$ cat config.mk
export PLATFORM = sky130hd
export DESIGN_NAME = bfr_frame_unit
export DESIGN_NICKNAME = d
export VERILOG_FILES = /design/src/bfr_frame_unit.v
export VERILOG_INCLUDE_DIRS = /design/src
export SDC_FILE = /design/constraint.sdc
export NUM_CORES = 1
export LEC_CHECK = 0
export BUFFER_PORTS_ARGS = -buffer_cell sky130_fd_sc_hd__buf_2
export CORE_AREA = 2 2 176 178
export CTS_CLUSTER_DIAMETER = 100
export DETAILED_ROUTE_END_ITERATION = 12
export DIE_AREA = 0 0 178 180
export GPL_ROUTABILITY_DRIVEN = 0
export PLACE_DENSITY = 0.59
export SLEW_MARGIN = 10
export SYNTH_ARGS = -nofsm -noshare
export SYNTH_HDL_FRONTEND = slang
export SYNTH_SLANG_ARGS = --single-unit
$ cat constraint.sdc
create_clock -name core_clk -period 2.45 [get_ports core_clk]
set_clock_uncertainty 0.1 [all_clocks]
set_input_delay 0.245 -clock core_clk [delete_from_list [all_inputs] [get_ports core_clk]]
set_output_delay 0.245 -clock core_clk [all_outputs]
set_load 0.01 [all_outputs]
$ cat src/bfr_defs.vh
// Constants for the bus fault recovery frame unit.
`ifndef BFR_DEFS_VH
`define BFR_DEFS_VH
// Saved fault status word bit positions.
`define BFR_ST_TP 15
`define BFR_ST_CONT 14
`define BFR_ST_RERUN 9
`define BFR_ST_RW 6
// Transfer count base for a multi register move.
`define BFR_MOVE_BASE 8'h10
// Bus error frame offsets in bytes from the stack pointer.
`define BFR_OFS_RETPC 8'h02
`define BFR_OFS_SR 8'h0C
`define BFR_OFS_FV 8'h0E
`define BFR_OFS_FPC 8'h10
`define BFR_OFS_COUNT 8'h14
`define BFR_OFS_INNER 8'h06
// Frame sizes in words.
`define BFR_WORDS_FOUR 4'h4
`define BFR_WORDS_SIX 4'h6
`define BFR_WORDS_FAULT 4'hC
// Fault kinds.
`define BFR_FK_INSTR 2'h0
`define BFR_FK_MOVE 2'h1
`define BFR_FK_EXC 2'h2
// Exception classes.
`define BFR_EX_IRQ 3'h0
`define BFR_EX_FMT 3'h1
`define BFR_EX_TRAP 3'h2
`define BFR_EX_ILL 3'h3
`define BFR_EX_LINEA 3'h4
`define BFR_EX_LINEF 3'h5
`define BFR_EX_PRIV 3'h6
`define BFR_EX_INSTR 3'h7
`endif

$ cat src/bfr_frame_unit.v
// Bus fault recovery: fault frame building and return-from-exception decisions.
`timescale 1ns/1ns
`default_nettype none
`include "bfr_defs.vh"
// Behaviour
// RULE_01 - Return tests rerun flag only, never direction
// RULE_02 - Type II aborted instruction refetched, restarted
// RULE_03 - Saved move count is sixteen minus transfers
// RULE_04 - Cleared continue flag restarts move, no undo
// RULE_05 - Restart recomputes address from current registers
// RULE_06 - Unaltered move frame resumes at faulted transfer
// RULE_07 - Only the register move continues mid-way
// RULE_08 - Continue keeps address, rescans mask same count
// RULE_09 - Vector and stacking faults share frame, word
// RULE_10 - Vector fault records format word address
// RULE_11 - Return refetches handler, rebuilds frame, resumes
// RULE_12 - Frame offsets 0C, 0E, 10 and 02
// RULE_13 - Faulted frame rebuilt at offset 14 plus 06
// RULE_14 - Completed fault stacking records current stack pointer
// RULE_15 - Only four, six and twelve word frames
// RULE_16 - Four-word frame classes, saved counter by type
module bfr_frame_unit (
    // Clock, reset and clock enable.
    input wire core_clk,
    input wire rst_b,
    input wire clkEn,
    // Bus fault capture.
    input wire faultReq,
    input wire [1:0] faultKind,
    input wire faultWrite,
    input wire [31:0] faultAddr,
    input wire [4:0] moveAttempts,
    input wire vecFetchFault,
    input wire faultStackOk,
    input wire [31:0] curSp,
    input wire [31:0] fvWordAddr,
    input wire [15:0] preSr,
    input wire [15:0] fmtVec,
    input wire [31:0] faultPc,
    input wire [31:0] retPc,
    // Bus error frame word writes.
    output reg frmWrValid,
    input wire frmWrReady,
    output reg [7:0] frmWrOfs,
    output reg [31:0] frmWrData,
    output reg [15:0] savedStatus,
    output reg [7:0] savedCount,
    output reg [31:0] savedFaultAddr,
    output wire [7:0] rebuildOfs,
    // Normal exception frames.
    input wire excReq,
    input wire [2:0] excClass,
    input wire [31:0] nextPc,
    input wire [31:0] instrPc,
    output reg [3:0] frameWords,
    output reg [31:0] savedPc,
    // Return from exception.
    input wire excRetReq,
    input wire [15:0] retStatus,
    input wire [7:0] retCount,
    output reg rerunReq,
    output reg rerunDiscard,
    output reg restartReq,
    output reg recomputeEa,
    output reg continueReq,
    output reg [4:0] rescanCount,
    output reg vectorFetchReq,
    output reg buildFrameReq,
    output reg resumeReq,
    output wire busy
);

    // ------------------------------------------------------------
    // Functions
    // ------------------------------------------------------------

    // Frame size for a normal exception class.
    function [3:0] frameSize;
        input [2:0] cls;
        begin
            if (cls == `BFR_EX_INSTR) begin
                frameSize = `BFR_WORDS_SIX; // [RULE_15]
            end else begin
                frameSize = `BFR_WORDS_FOUR; // [RULE_16]
            end
        end
    endfunction

    // Remaining count against the move base.
    function [7:0] fromBase;
        input [7:0] val;
        begin
            fromBase = `BFR_MOVE_BASE - val;
        end
    endfunction

    // ------------------------------------------------------------
    // State
    // ------------------------------------------------------------

    localparam [1:0] ST_IDLE = 2'h0;
    localparam [1:0] ST_WRITE = 2'h1;
    localparam [2:0] RT_IDLE = 3'h0;
    localparam [2:0] RT_DECIDE = 3'h1;
    localparam [2:0] RT_RERUN = 3'h2;
    localparam [2:0] RT_VECTOR = 3'h3;
    localparam [2:0] RT_BUILD = 3'h4;
    localparam [2:0] RT_RESUME = 3'h5;

    reg [1:0] stState_reg;
    reg [1:0] stIdx_reg;
    reg [15:0] frmSr_reg;
    reg [15:0] frmFv_reg;
    reg [31:0] frmFpc_reg;
    reg [31:0] frmRpc_reg;
    reg [2:0] rtState_reg;
    reg [15:0] rtStatus_reg;
    reg [7:0] rtCount_reg;
    wire [8:0] rebuildSum;
    wire [7:0] rescanFull;

    // The faulted exception frame sits above the twelve words.
    assign rebuildSum = {1'b0, `BFR_OFS_COUNT} + {1'b0, `BFR_OFS_INNER};
    assign rebuildOfs = rebuildSum[7:0]; // [RULE_13]
    // Transfers made before the fault; a count above sixteen is corrupt and is capped below.
    assign rescanFull = fromBase(rtCount_reg);
    assign busy = (stState_reg != ST_IDLE) || (rtState_reg != RT_IDLE);

    // ------------------------------------------------------------
    // Fault capture and bus error frame stacking
    // ------------------------------------------------------------

    // Latch the saved status, count and fault address; exception-processing faults then emit frame words.
    always @(posedge core_clk or negedge rst_b) begin
        if (!rst_b) begin
            stState_reg <= ST_IDLE;
            stIdx_reg <= 2'h0;
            frmSr_reg <= 16'h0000;
            frmFv_reg <= 16'h0000;
            frmFpc_reg <= 32'h0000_0000;
            frmRpc_reg <= 32'h0000_0000;
            frmWrValid <= 1'b0;
            frmWrOfs <= 8'h00;
            frmWrData <= 32'h0000_0000;
            savedStatus <= 16'h0000;
            savedCount <= 8'h00;
            savedFaultAddr <= 32'h0000_0000;
        end else if (clkEn) begin
            case (stState_reg)
                ST_IDLE: begin
                    frmWrValid <= 1'b0;
                    if (faultReq) begin
                        savedStatus <= 16'h0000;
                        savedCount <= 8'h00;
                        savedFaultAddr <= faultAddr;
                        if (faultKind == `BFR_FK_MOVE) begin
                            savedStatus[`BFR_ST_CONT] <= 1'b1;
                            savedStatus[`BFR_ST_RERUN] <= faultWrite;
                            savedStatus[`BFR_ST_RW] <= ~faultWrite;
                            savedCount <= fromBase({3'h0, moveAttempts}); // [RULE_03]
                        end else if (faultKind == `BFR_FK_EXC) begin
                            // Vector and stacking faults get one word; the address tells them apart.
                            savedStatus[`BFR_ST_TP] <= 1'b1; // [RULE_09]
                            savedStatus[`BFR_ST_RW] <= 1'b1;
                            if (vecFetchFault) begin
                                savedFaultAddr <= fvWordAddr; // [RULE_10]
                            end else if (faultStackOk) begin
                                savedFaultAddr <= curSp; // [RULE_14]
                            end
                            frmSr_reg <= preSr;
                            frmFv_reg <= fmtVec;
                            frmFpc_reg <= faultPc;
                            frmRpc_reg <= retPc;
                            frmWrValid <= 1'b1;
                            frmWrOfs <= `BFR_OFS_SR; // [RULE_12]
                            frmWrData <= {16'h0000, preSr};
                            stIdx_reg <= 2'h0;
                            stState_reg <= ST_WRITE;
                        end else begin
                            savedStatus[`BFR_ST_RERUN] <= faultWrite;
                            savedStatus[`BFR_ST_RW] <= ~faultWrite;
                        end
                    end
                end
                ST_WRITE: begin
                    // Words advance only when the stacking side accepts them.
                    if (frmWrReady) begin
                        stIdx_reg <= stIdx_reg + 2'h1;
                        case (stIdx_reg)
                            2'h0: begin
                                frmWrOfs <= `BFR_OFS_FV; // [RULE_12]
                                frmWrData <= {16'h0000, frmFv_reg};
                            end
                            2'h1: begin
                                frmWrOfs <= `BFR_OFS_FPC; // [RULE_12]
                                frmWrData <= frmFpc_reg;
                            end
                            2'h2: begin
                                frmWrOfs <= `BFR_OFS_RETPC; // [RULE_12]
                                frmWrData <= frmRpc_reg;
                            end
                            default: begin
                                frmWrValid <= 1'b0;
                                stState_reg <= ST_IDLE;
                            end
                        endcase
                    end
                end
                default: begin
                    stState_reg <= ST_IDLE;
                end
            endcase
        end
    end

    // ------------------------------------------------------------
    // Normal frame selection
    // ------------------------------------------------------------

    // A fault frame overrides; otherwise the class picks four or six words.
    always @(posedge core_clk or negedge rst_b) begin
        if (!rst_b) begin
            frameWords <= 4'h0;
            savedPc <= 32'h0000_0000;
        end else if (clkEn) begin
            if (faultReq) begin
                frameWords <= `BFR_WORDS_FAULT; // [RULE_15]
            end else if (excReq) begin
                frameWords <= frameSize(excClass);
                // Asynchronous and trap classes return past the instruction.
                case (excClass)
                    `BFR_EX_IRQ, `BFR_EX_TRAP, `BFR_EX_INSTR: begin
                        savedPc <= nextPc; // [RULE_16]
                    end
                    default: begin
                        savedPc <= instrPc; // [RULE_16]
                    end
                endcase
            end
        end
    end

    // ------------------------------------------------------------
    // Return from exception
    // ------------------------------------------------------------

    // Each request output is a one-cycle pulse in a fixed order after the request; rerunDiscard and rescanCount hold their values.
    always @(posedge core_clk or negedge rst_b) begin
        if (!rst_b) begin
            rtState_reg <= RT_IDLE;
            rtStatus_reg <= 16'h0000;
            rtCount_reg <= 8'h00;
            rerunReq <= 1'b0;
            rerunDiscard <= 1'b0;
            restartReq <= 1'b0;
            recomputeEa <= 1'b0;
            continueReq <= 1'b0;
            rescanCount <= 5'h00;
            vectorFetchReq <= 1'b0;
            buildFrameReq <= 1'b0;
            resumeReq <= 1'b0;
        end else if (clkEn) begin
            rerunReq <= 1'b0;
            restartReq <= 1'b0;
            recomputeEa <= 1'b0;
            continueReq <= 1'b0;
            vectorFetchReq <= 1'b0;
            buildFrameReq <= 1'b0;
            resumeReq <= 1'b0;
            case (rtState_reg)
                RT_IDLE: begin
                    if (excRetReq) begin
                        rtStatus_reg <= retStatus;
                        rtCount_reg <= retCount;
                        rtState_reg <= RT_DECIDE;
                    end
                end
                RT_DECIDE: begin
                    if (rtStatus_reg[`BFR_ST_TP]) begin
                        vectorFetchReq <= 1'b1; // [RULE_11]
                        rtState_reg <= RT_VECTOR;
                    end else if (rtStatus_reg[`BFR_ST_RERUN]) begin
                        // Direction is not checked; a read rerun just drops its data.
                        rerunReq <= 1'b1; // [RULE_01]
                        rerunDiscard <= rtStatus_reg[`BFR_ST_RW]; // [RULE_01]
                        rtState_reg <= RT_RERUN;
                    end else begin
                        rtState_reg <= RT_RERUN;
                    end
                end
                RT_RERUN: begin
                    rtState_reg <= RT_IDLE;
                    if (rtStatus_reg[`BFR_ST_CONT]) begin
                        // The address is kept and the mask is rescanned as before.
                        continueReq <= 1'b1; // [RULE_06] [RULE_07] [RULE_08]
                        rescanCount <= (rescanFull > 8'h10) ? 5'h10 : rescanFull[4:0]; // [RULE_08]
                    end else begin
                        // Completed transfers are not undone; stale registers give a wrong address.
                        restartReq <= 1'b1; // [RULE_02] [RULE_04]
                        recomputeEa <= 1'b1; // [RULE_05]
                    end
                end
                RT_VECTOR: begin
                    buildFrameReq <= 1'b1; // [RULE_11]
                    rtState_reg <= RT_BUILD;
                end
                RT_BUILD: begin
                    resumeReq <= 1'b1; // [RULE_11]
                    rtState_reg <= RT_RESUME;
                end
                RT_RESUME: begin
                    rtState_reg <= RT_IDLE;
                end
                default: begin
                    rtState_reg <= RT_IDLE;
                end
            endcase
        end
    end

endmodule
`default_nettype wire

Word level (Yosys, flattened, before mapping)
Cells that the tools add are included.
{"block": "totals", "regBits": 244, "inputBits": 300, "wordCells": 131, "output_inout_bits": 155}
{"block": "classes", "n_addsub": 3, "n_lt_le_gt_ge": 1, "reduce_logical": 23, "muxes": 58, "bitwise": 4, "n_eq_ne": 18}
{"operator": "$mux 32", "n": 9}
{"operator": "$pmux 32 s3", "n": 1}
{"operator": "$pmux 32 s2", "n": 1}
{"operator": "$mux 8", "n": 5}
{"operator": "$pmux 8 s3", "n": 1}
{"operator": "$mux 1", "n": 22}
{"operator": "$mux 2", "n": 10}
{"operator": "$pmux 8 s2", "n": 1}
{"operator": "$ne 2x2->1 const B", "n": 6}
{"operator": "$pmux 3 s4", "n": 1}
{"operator": "$reduce_and 3->1", "n": 4}
{"operator": "$reduce_and 6->1", "n": 2}
{"operator": "$eq 3x2->1 const B", "n": 3}
{"operator": "$gt 8x5->1 const B", "n": 1}
{"operator": "$mux 4", "n": 2}
{"operator": "$pmux 2 s2", "n": 2}
{"operator": "$reduce_and 4->1", "n": 2}
{"operator": "$sub 5x8->8 const A", "n": 1}
{"operator": "$reduce_and 7->1", "n": 1}
{"operator": "$eq 2x1->1 const B", "n": 3}
{"operator": "$eq 3x3->1 const B", "n": 2}
{"operator": "$logic_not 3->1", "n": 2}
{"operator": "$reduce_bool 2->1", "n": 3}
{"operator": "$reduce_or 3->1", "n": 2}
{"operator": "14 further kinds", "n": 20}

Logic depth before layout (Yosys ltp)
{"block": "depth", "word_depth": 5, "depth_mapped": 8, "ltp_nobuf": 6}

Least setup slack after synthesis
Ideal clock, no wire load.
{"block": "synth_timing", "kind": "reg2reg", "startpoint": "register rtCount_reg[0]", "endpoint": "register rescanCount[4]", "setup_time_ps": 126, "required_time_ps": 2224, "period_less_slack_ps": 2097, "path_buffers": 0, "path_stages_with_launch": 7, "slack_ps": 353, "arrival_ps": 1871, "cell_sequence": "dfrtp_1 inv_1 ha_1 or3b_4 nor4_4 a211oi_2 o32a_1"}
{"block": "synth_via", "elab_chain_cells": 3}
{"item": "start: declaration", "line": "bfr_frame_unit.v:118", "source": "reg [7:0] rtCount_reg;"}
{"item": "start signal: assignment", "line": "bfr_frame_unit.v:274", "source": "rtCount_reg <= retCount;"}
{"item": "$sub 5x8->8 (no line) *"}
{"item": "$gt 8x5->1", "line": "bfr_frame_unit.v:296", "source": "rescanCount <= (rescanFull > 8'h10) ? 5'h10 : rescanFull[4:0];"}
{"item": "$mux 5 *", "line": "bfr_frame_unit.v:296"}
{"item": "end signal: assignment", "line": "bfr_frame_unit.v:296"}
{"item": "end: declaration", "line": "bfr_frame_unit.v:66", "source": "output reg [4:0] rescanCount,"}
Every way passes the cells marked *; elsewhere a longest branch is shown, timed or not.
A chain may end at the register's enable or synchronous reset.

Worst setup path after layout
Ends and elaborated chain as after synthesis.

==> flow_summary.json <==
{
  "status": "finished, final reports clean",
  "hold_path.startpoint": "preSr[15]",
  "top_reg_cell_synth": "sky130_fd_sc_hd__dfrtp_1",
  "critical_path.reg2reg.endpoint": "rescanCount[4]",
  "global_route.overflow_total": 0,
  "number_of_antenna_violations_at_the_first_check_in_global_routing": 1,
  "holdWs_ns": 0.05734,
  "netlist_top_cells_area": "sky130_fd_sc_hd__dfrtp_1 (53%), sky130_fd_sc_hd__mux2_2 (9.4%), sky130_fd_sc_hd__mux2i_1 (7.3%)",
  "crit_slowest_cell": "sky130_fd_sc_hd__or3b_4",
  "cts_buffers": 25,
  "worstMarginPinSlew_ns": 0.7500,
  "largest_net_degree_at_the_start_of_global_routing": 74,
  "worst_path_largest_cell_delay_ns": 0.45,
  "numPlacedInstances": 1746,
  "setup.worst_path.start": "rtCount_reg[0]",
  "drt_wl_total_um": 33800,
  "synth_seq_area_share": 0.5303,
  "clock_tree.buffer_depth": 3,
  "total_number_of_yosys_warnings": 0,
  "synth_area_mm2": 0.01052,
  "finish.instance_area_mm2": 0.01598,
  "ff2ff_setup_slack_ns": 0.20,
  "crit_family": "simple AND/OR/NAND/NOR gates",
  "crit_required_ns": 2.74,
  "timing.final.crit_share": 0.9185,
  "areaGrowthSynthToFinish_pct": 51.86,
  "synthesis.instances": 975,
  "postSynth.asyncResetShare": 1.000,
  "floorplan.rows": 64,
  "synth_edf_count": 0,
  "coreArea_mm2": 0.03019,
  "cts_root_buf": "sky130_fd_sc_hd__clkbuf_16",
  "worstRegToRegCells": 6,
  "max_freq_mhz": 444.4,
  "die-area_mm2": 0.03204,
  "postLayoutSetupSlackWorst_ns": 0.1996,
  "max_slew_margin": 0.4957,
  "commonest_cells_post_synth": "sky130_fd_sc_hd__dfrtp_1 (223), sky130_fd_sc_hd__nand2_1 (136), sky130_fd_sc_hd__o21ai_0 (111)",
  "area_share_of_the_largest_cell_type_after_synthesis": 0.5303,
  "cp.arrival_ns": 2.54,
  "die_width_um": 178,
  "timing.critical_path.buf_inv": 1,
  "crit_path_cell_trace": "inv_1 > ha_1 > or3b_4 > nor4_4 > a211oi_2 > o32a_1",
  "power_per_cell_area_mw_per_mm2": 963.7,
  "post-place-ws_ns": 0.1937,
  "p_leak_nw": 7.935,
  "clk_transition_reported_paths_ns": 0.07,
  "crit_path_start_kind": "register",
  "drt-initial-drc-count": 454,
  "cts-resized-gates": 0,
  "holdCritPathClass": "primary input to register",
  "num-nets-final": 1902,
  "rsz0062_at_grt": "no",
  "critPathMaxFanout": 7,
  "die_h_um": 180,
  "tritoncts_clock_tree": "built",
  "synth_cell_type_count": 55,
  "detailedPlacementHpwl_um": 23640,
  "grt_pass1_wl_um": 53040,
  "worstSetupPathDepth": 6,
  "dpl-instance-area_mm2": 0.01300,
  "synth_top_cell_by_area": "sky130_fd_sc_hd__dfrtp_1",
  "setup.worst_path.end": "rescanCount[4]",
  "post-synth-top-count-cell": "sky130_fd_sc_hd__dfrtp_1",
  "tritoncts_num_sinks": 223,
  "worstSetupPathType": "register to register",
  "report.final.slew_viol_count": 0,
  "setup_tns_ns": 0,
  "place.port_buffers": 417,
  "mean_instance_size_in_the_synthesized_netlist_um2": 10.79,
  "nFillCells": 2691,
  "setup.worst_path.end_class": "register",
  "drcViolationCount": 0,
  "grt.total_usage": 0.2065,
  "vias": 9628,
  "via_per_inst": 4.792,
  "layout_min_cycle_time_ns": 2.250,
  "routed_wire_length_per_instance_um": 16.83,
  "finalHoldViolations": 0,
  "first_global_vias": 9901,
  "htree_num_levels": 1,
  "max-cap-violations": 0,
  "finalSetupViolations": 0,
  "clk-insertion-delay-late_ns": 0.53,
  "first_pass_iters": 5,
  "design.portCount": 455,
  "peakVddDrop_mv": 0.4409,
  "antenna_left": 0,
  "final_layout_size_suffix_gt1_frac": 0.3685,
  "final-instance-count-excl-fill": 2009,
  "timing.rr.start": "rtCount_reg[0]",
  "initial_util": 0.3486,
  "synth.ff_latch_count": 223
}
[layout make-up]
cell class                      instances  area [um^2]  share of cell area
Clock buffer                           34        719.4             0.04502
Clock inverter                         11        91.34            0.005715
Multi-Input combinational cell        664         4438              0.2777
Timing Repair Buffer                  664         4594              0.2875
Antenna cell                            1        2.502           0.0001566
Sequential cell                       223         5580              0.3492
Tap cell                              396        495.5             0.03100
Inverter                               16        60.06            0.003758
[per-layer routing]
metal	up-vias	share of wire	GRT usage
li1	4607	-	-
met1	4645	0.42	0.2715
met2	309	0.49	0.3479
met3	67	0.053	0.03299
met4	0	0.032	0.06328
met5	-	0	0
[report_power, final]
part | leakage [nW] | switching, W | internal (W)
logic | 4.74 | 0.00295 | 0.00262
clock network | 0.409 | 0.00153 | 0.00216
registers | 2.78 | 0.000907 | 0.00523
total | 7.93 | 0.00539 | 0.0100
[worst min-delay path by stage]
stage / slack, ns / depth (start not counted) / endpoint
2_1_floorplan: -0.15 / 0 / buildFrameReq
3_3_place_gp: 0.16 / 1 / frmFpc_reg[26]
3_5_place_dp: 0.16 / 1 / frmFpc_reg[26]
4_1_cts: 0.04 / 4 / frmWrData[15]
5_1_grt: 0.06 / 4 / savedFaultAddr[0]
6_report: 0.06 / 4 / frmWrData[15]
[what timing repair did]
item                      4_1_cts  5_1_grt
hold buffers                  217        0
setup buffers                   0        0
hold endpoints to repair      250        0
[cell families after synthesis]
kind of cell / share of synthesized area
flops: 0.5303
simple gates: 0.1007
compound gates: 0.1228
mux: 0.1727
buf+inv: 0.05909
other cells: 0.0007136
xor+xnor: 0.004162
fa+ha+maj: 0.009512
[per-stage QoR]
stage	power [W]	utilization
after floorplan	0.009345	-
after global placement	0.01131	0.4305
after detailed placement	0.01146	0.4305
after CTS	0.01554	0.5293
after global routing	0.01647	0.5294
final	0.01540	0.5294
[cell usage in the layout (no fill, tap or decap), types with 3 or more instances in the layout]
master | synthesis | layout
sky130_fd_sc_hd__buf_2 | 13 | 416
sky130_fd_sc_hd__dfrtp_1 | 223 | 223
sky130_fd_sc_hd__dlygate4sd3_1 | 0 | 217
sky130_fd_sc_hd__nand2_1 | 136 | 136
sky130_fd_sc_hd__o21ai_0 | 111 | 111
sky130_fd_sc_hd__mux2_2 | 88 | 88
sky130_fd_sc_hd__mux2i_1 | 77 | 77
sky130_fd_sc_hd__a21oi_1 | 49 | 49
sky130_fd_sc_hd__a22oi_1 | 32 | 32
sky130_fd_sc_hd__nor3_1 | 31 | 31
sky130_fd_sc_hd__conb_1 | 2 | 25
sky130_fd_sc_hd__clkbuf_16 | 0 | 25
sky130_fd_sc_hd__buf_4 | 30 | 22
sky130_fd_sc_hd__nor2_1 | 21 | 20
sky130_fd_sc_hd__inv_1 | 16 | 16
sky130_fd_sc_hd__nand3_1 | 13 | 13
sky130_fd_sc_hd__nor2b_1 | 9 | 9
sky130_fd_sc_hd__ha_1 | 8 | 8
sky130_fd_sc_hd__buf_12 | 1 | 8
sky130_fd_sc_hd__clkinv_2 | 0 | 7
sky130_fd_sc_hd__nand2b_1 | 6 | 6
sky130_fd_sc_hd__clkbuf_8 | 0 | 6
sky130_fd_sc_hd__mux2_1 | 5 | 5
sky130_fd_sc_hd__o31ai_1 | 5 | 5
sky130_fd_sc_hd__o221ai_1 | 4 | 3
sky130_fd_sc_hd__a21o_1 | 3 | 3
sky130_fd_sc_hd__or2_2 | 2 | 3
sky130_fd_sc_hd__o41ai_2 | 3 | 3
sky130_fd_sc_hd__xnor2_1 | 3 | 3
sky130_fd_sc_hd__clkbuf_1 | 41 | 3
[worst reg2reg max path, delay by kind of cell, from the launching register on]
kind            cells  cell delay [ns]
buf+inv             1             0.14
fa+ha+maj           1             0.27
simple gates        2             0.72
compound gates      2             0.48
flops               1             0.43
Note: power is estimated with default switching activity, not from simulation.
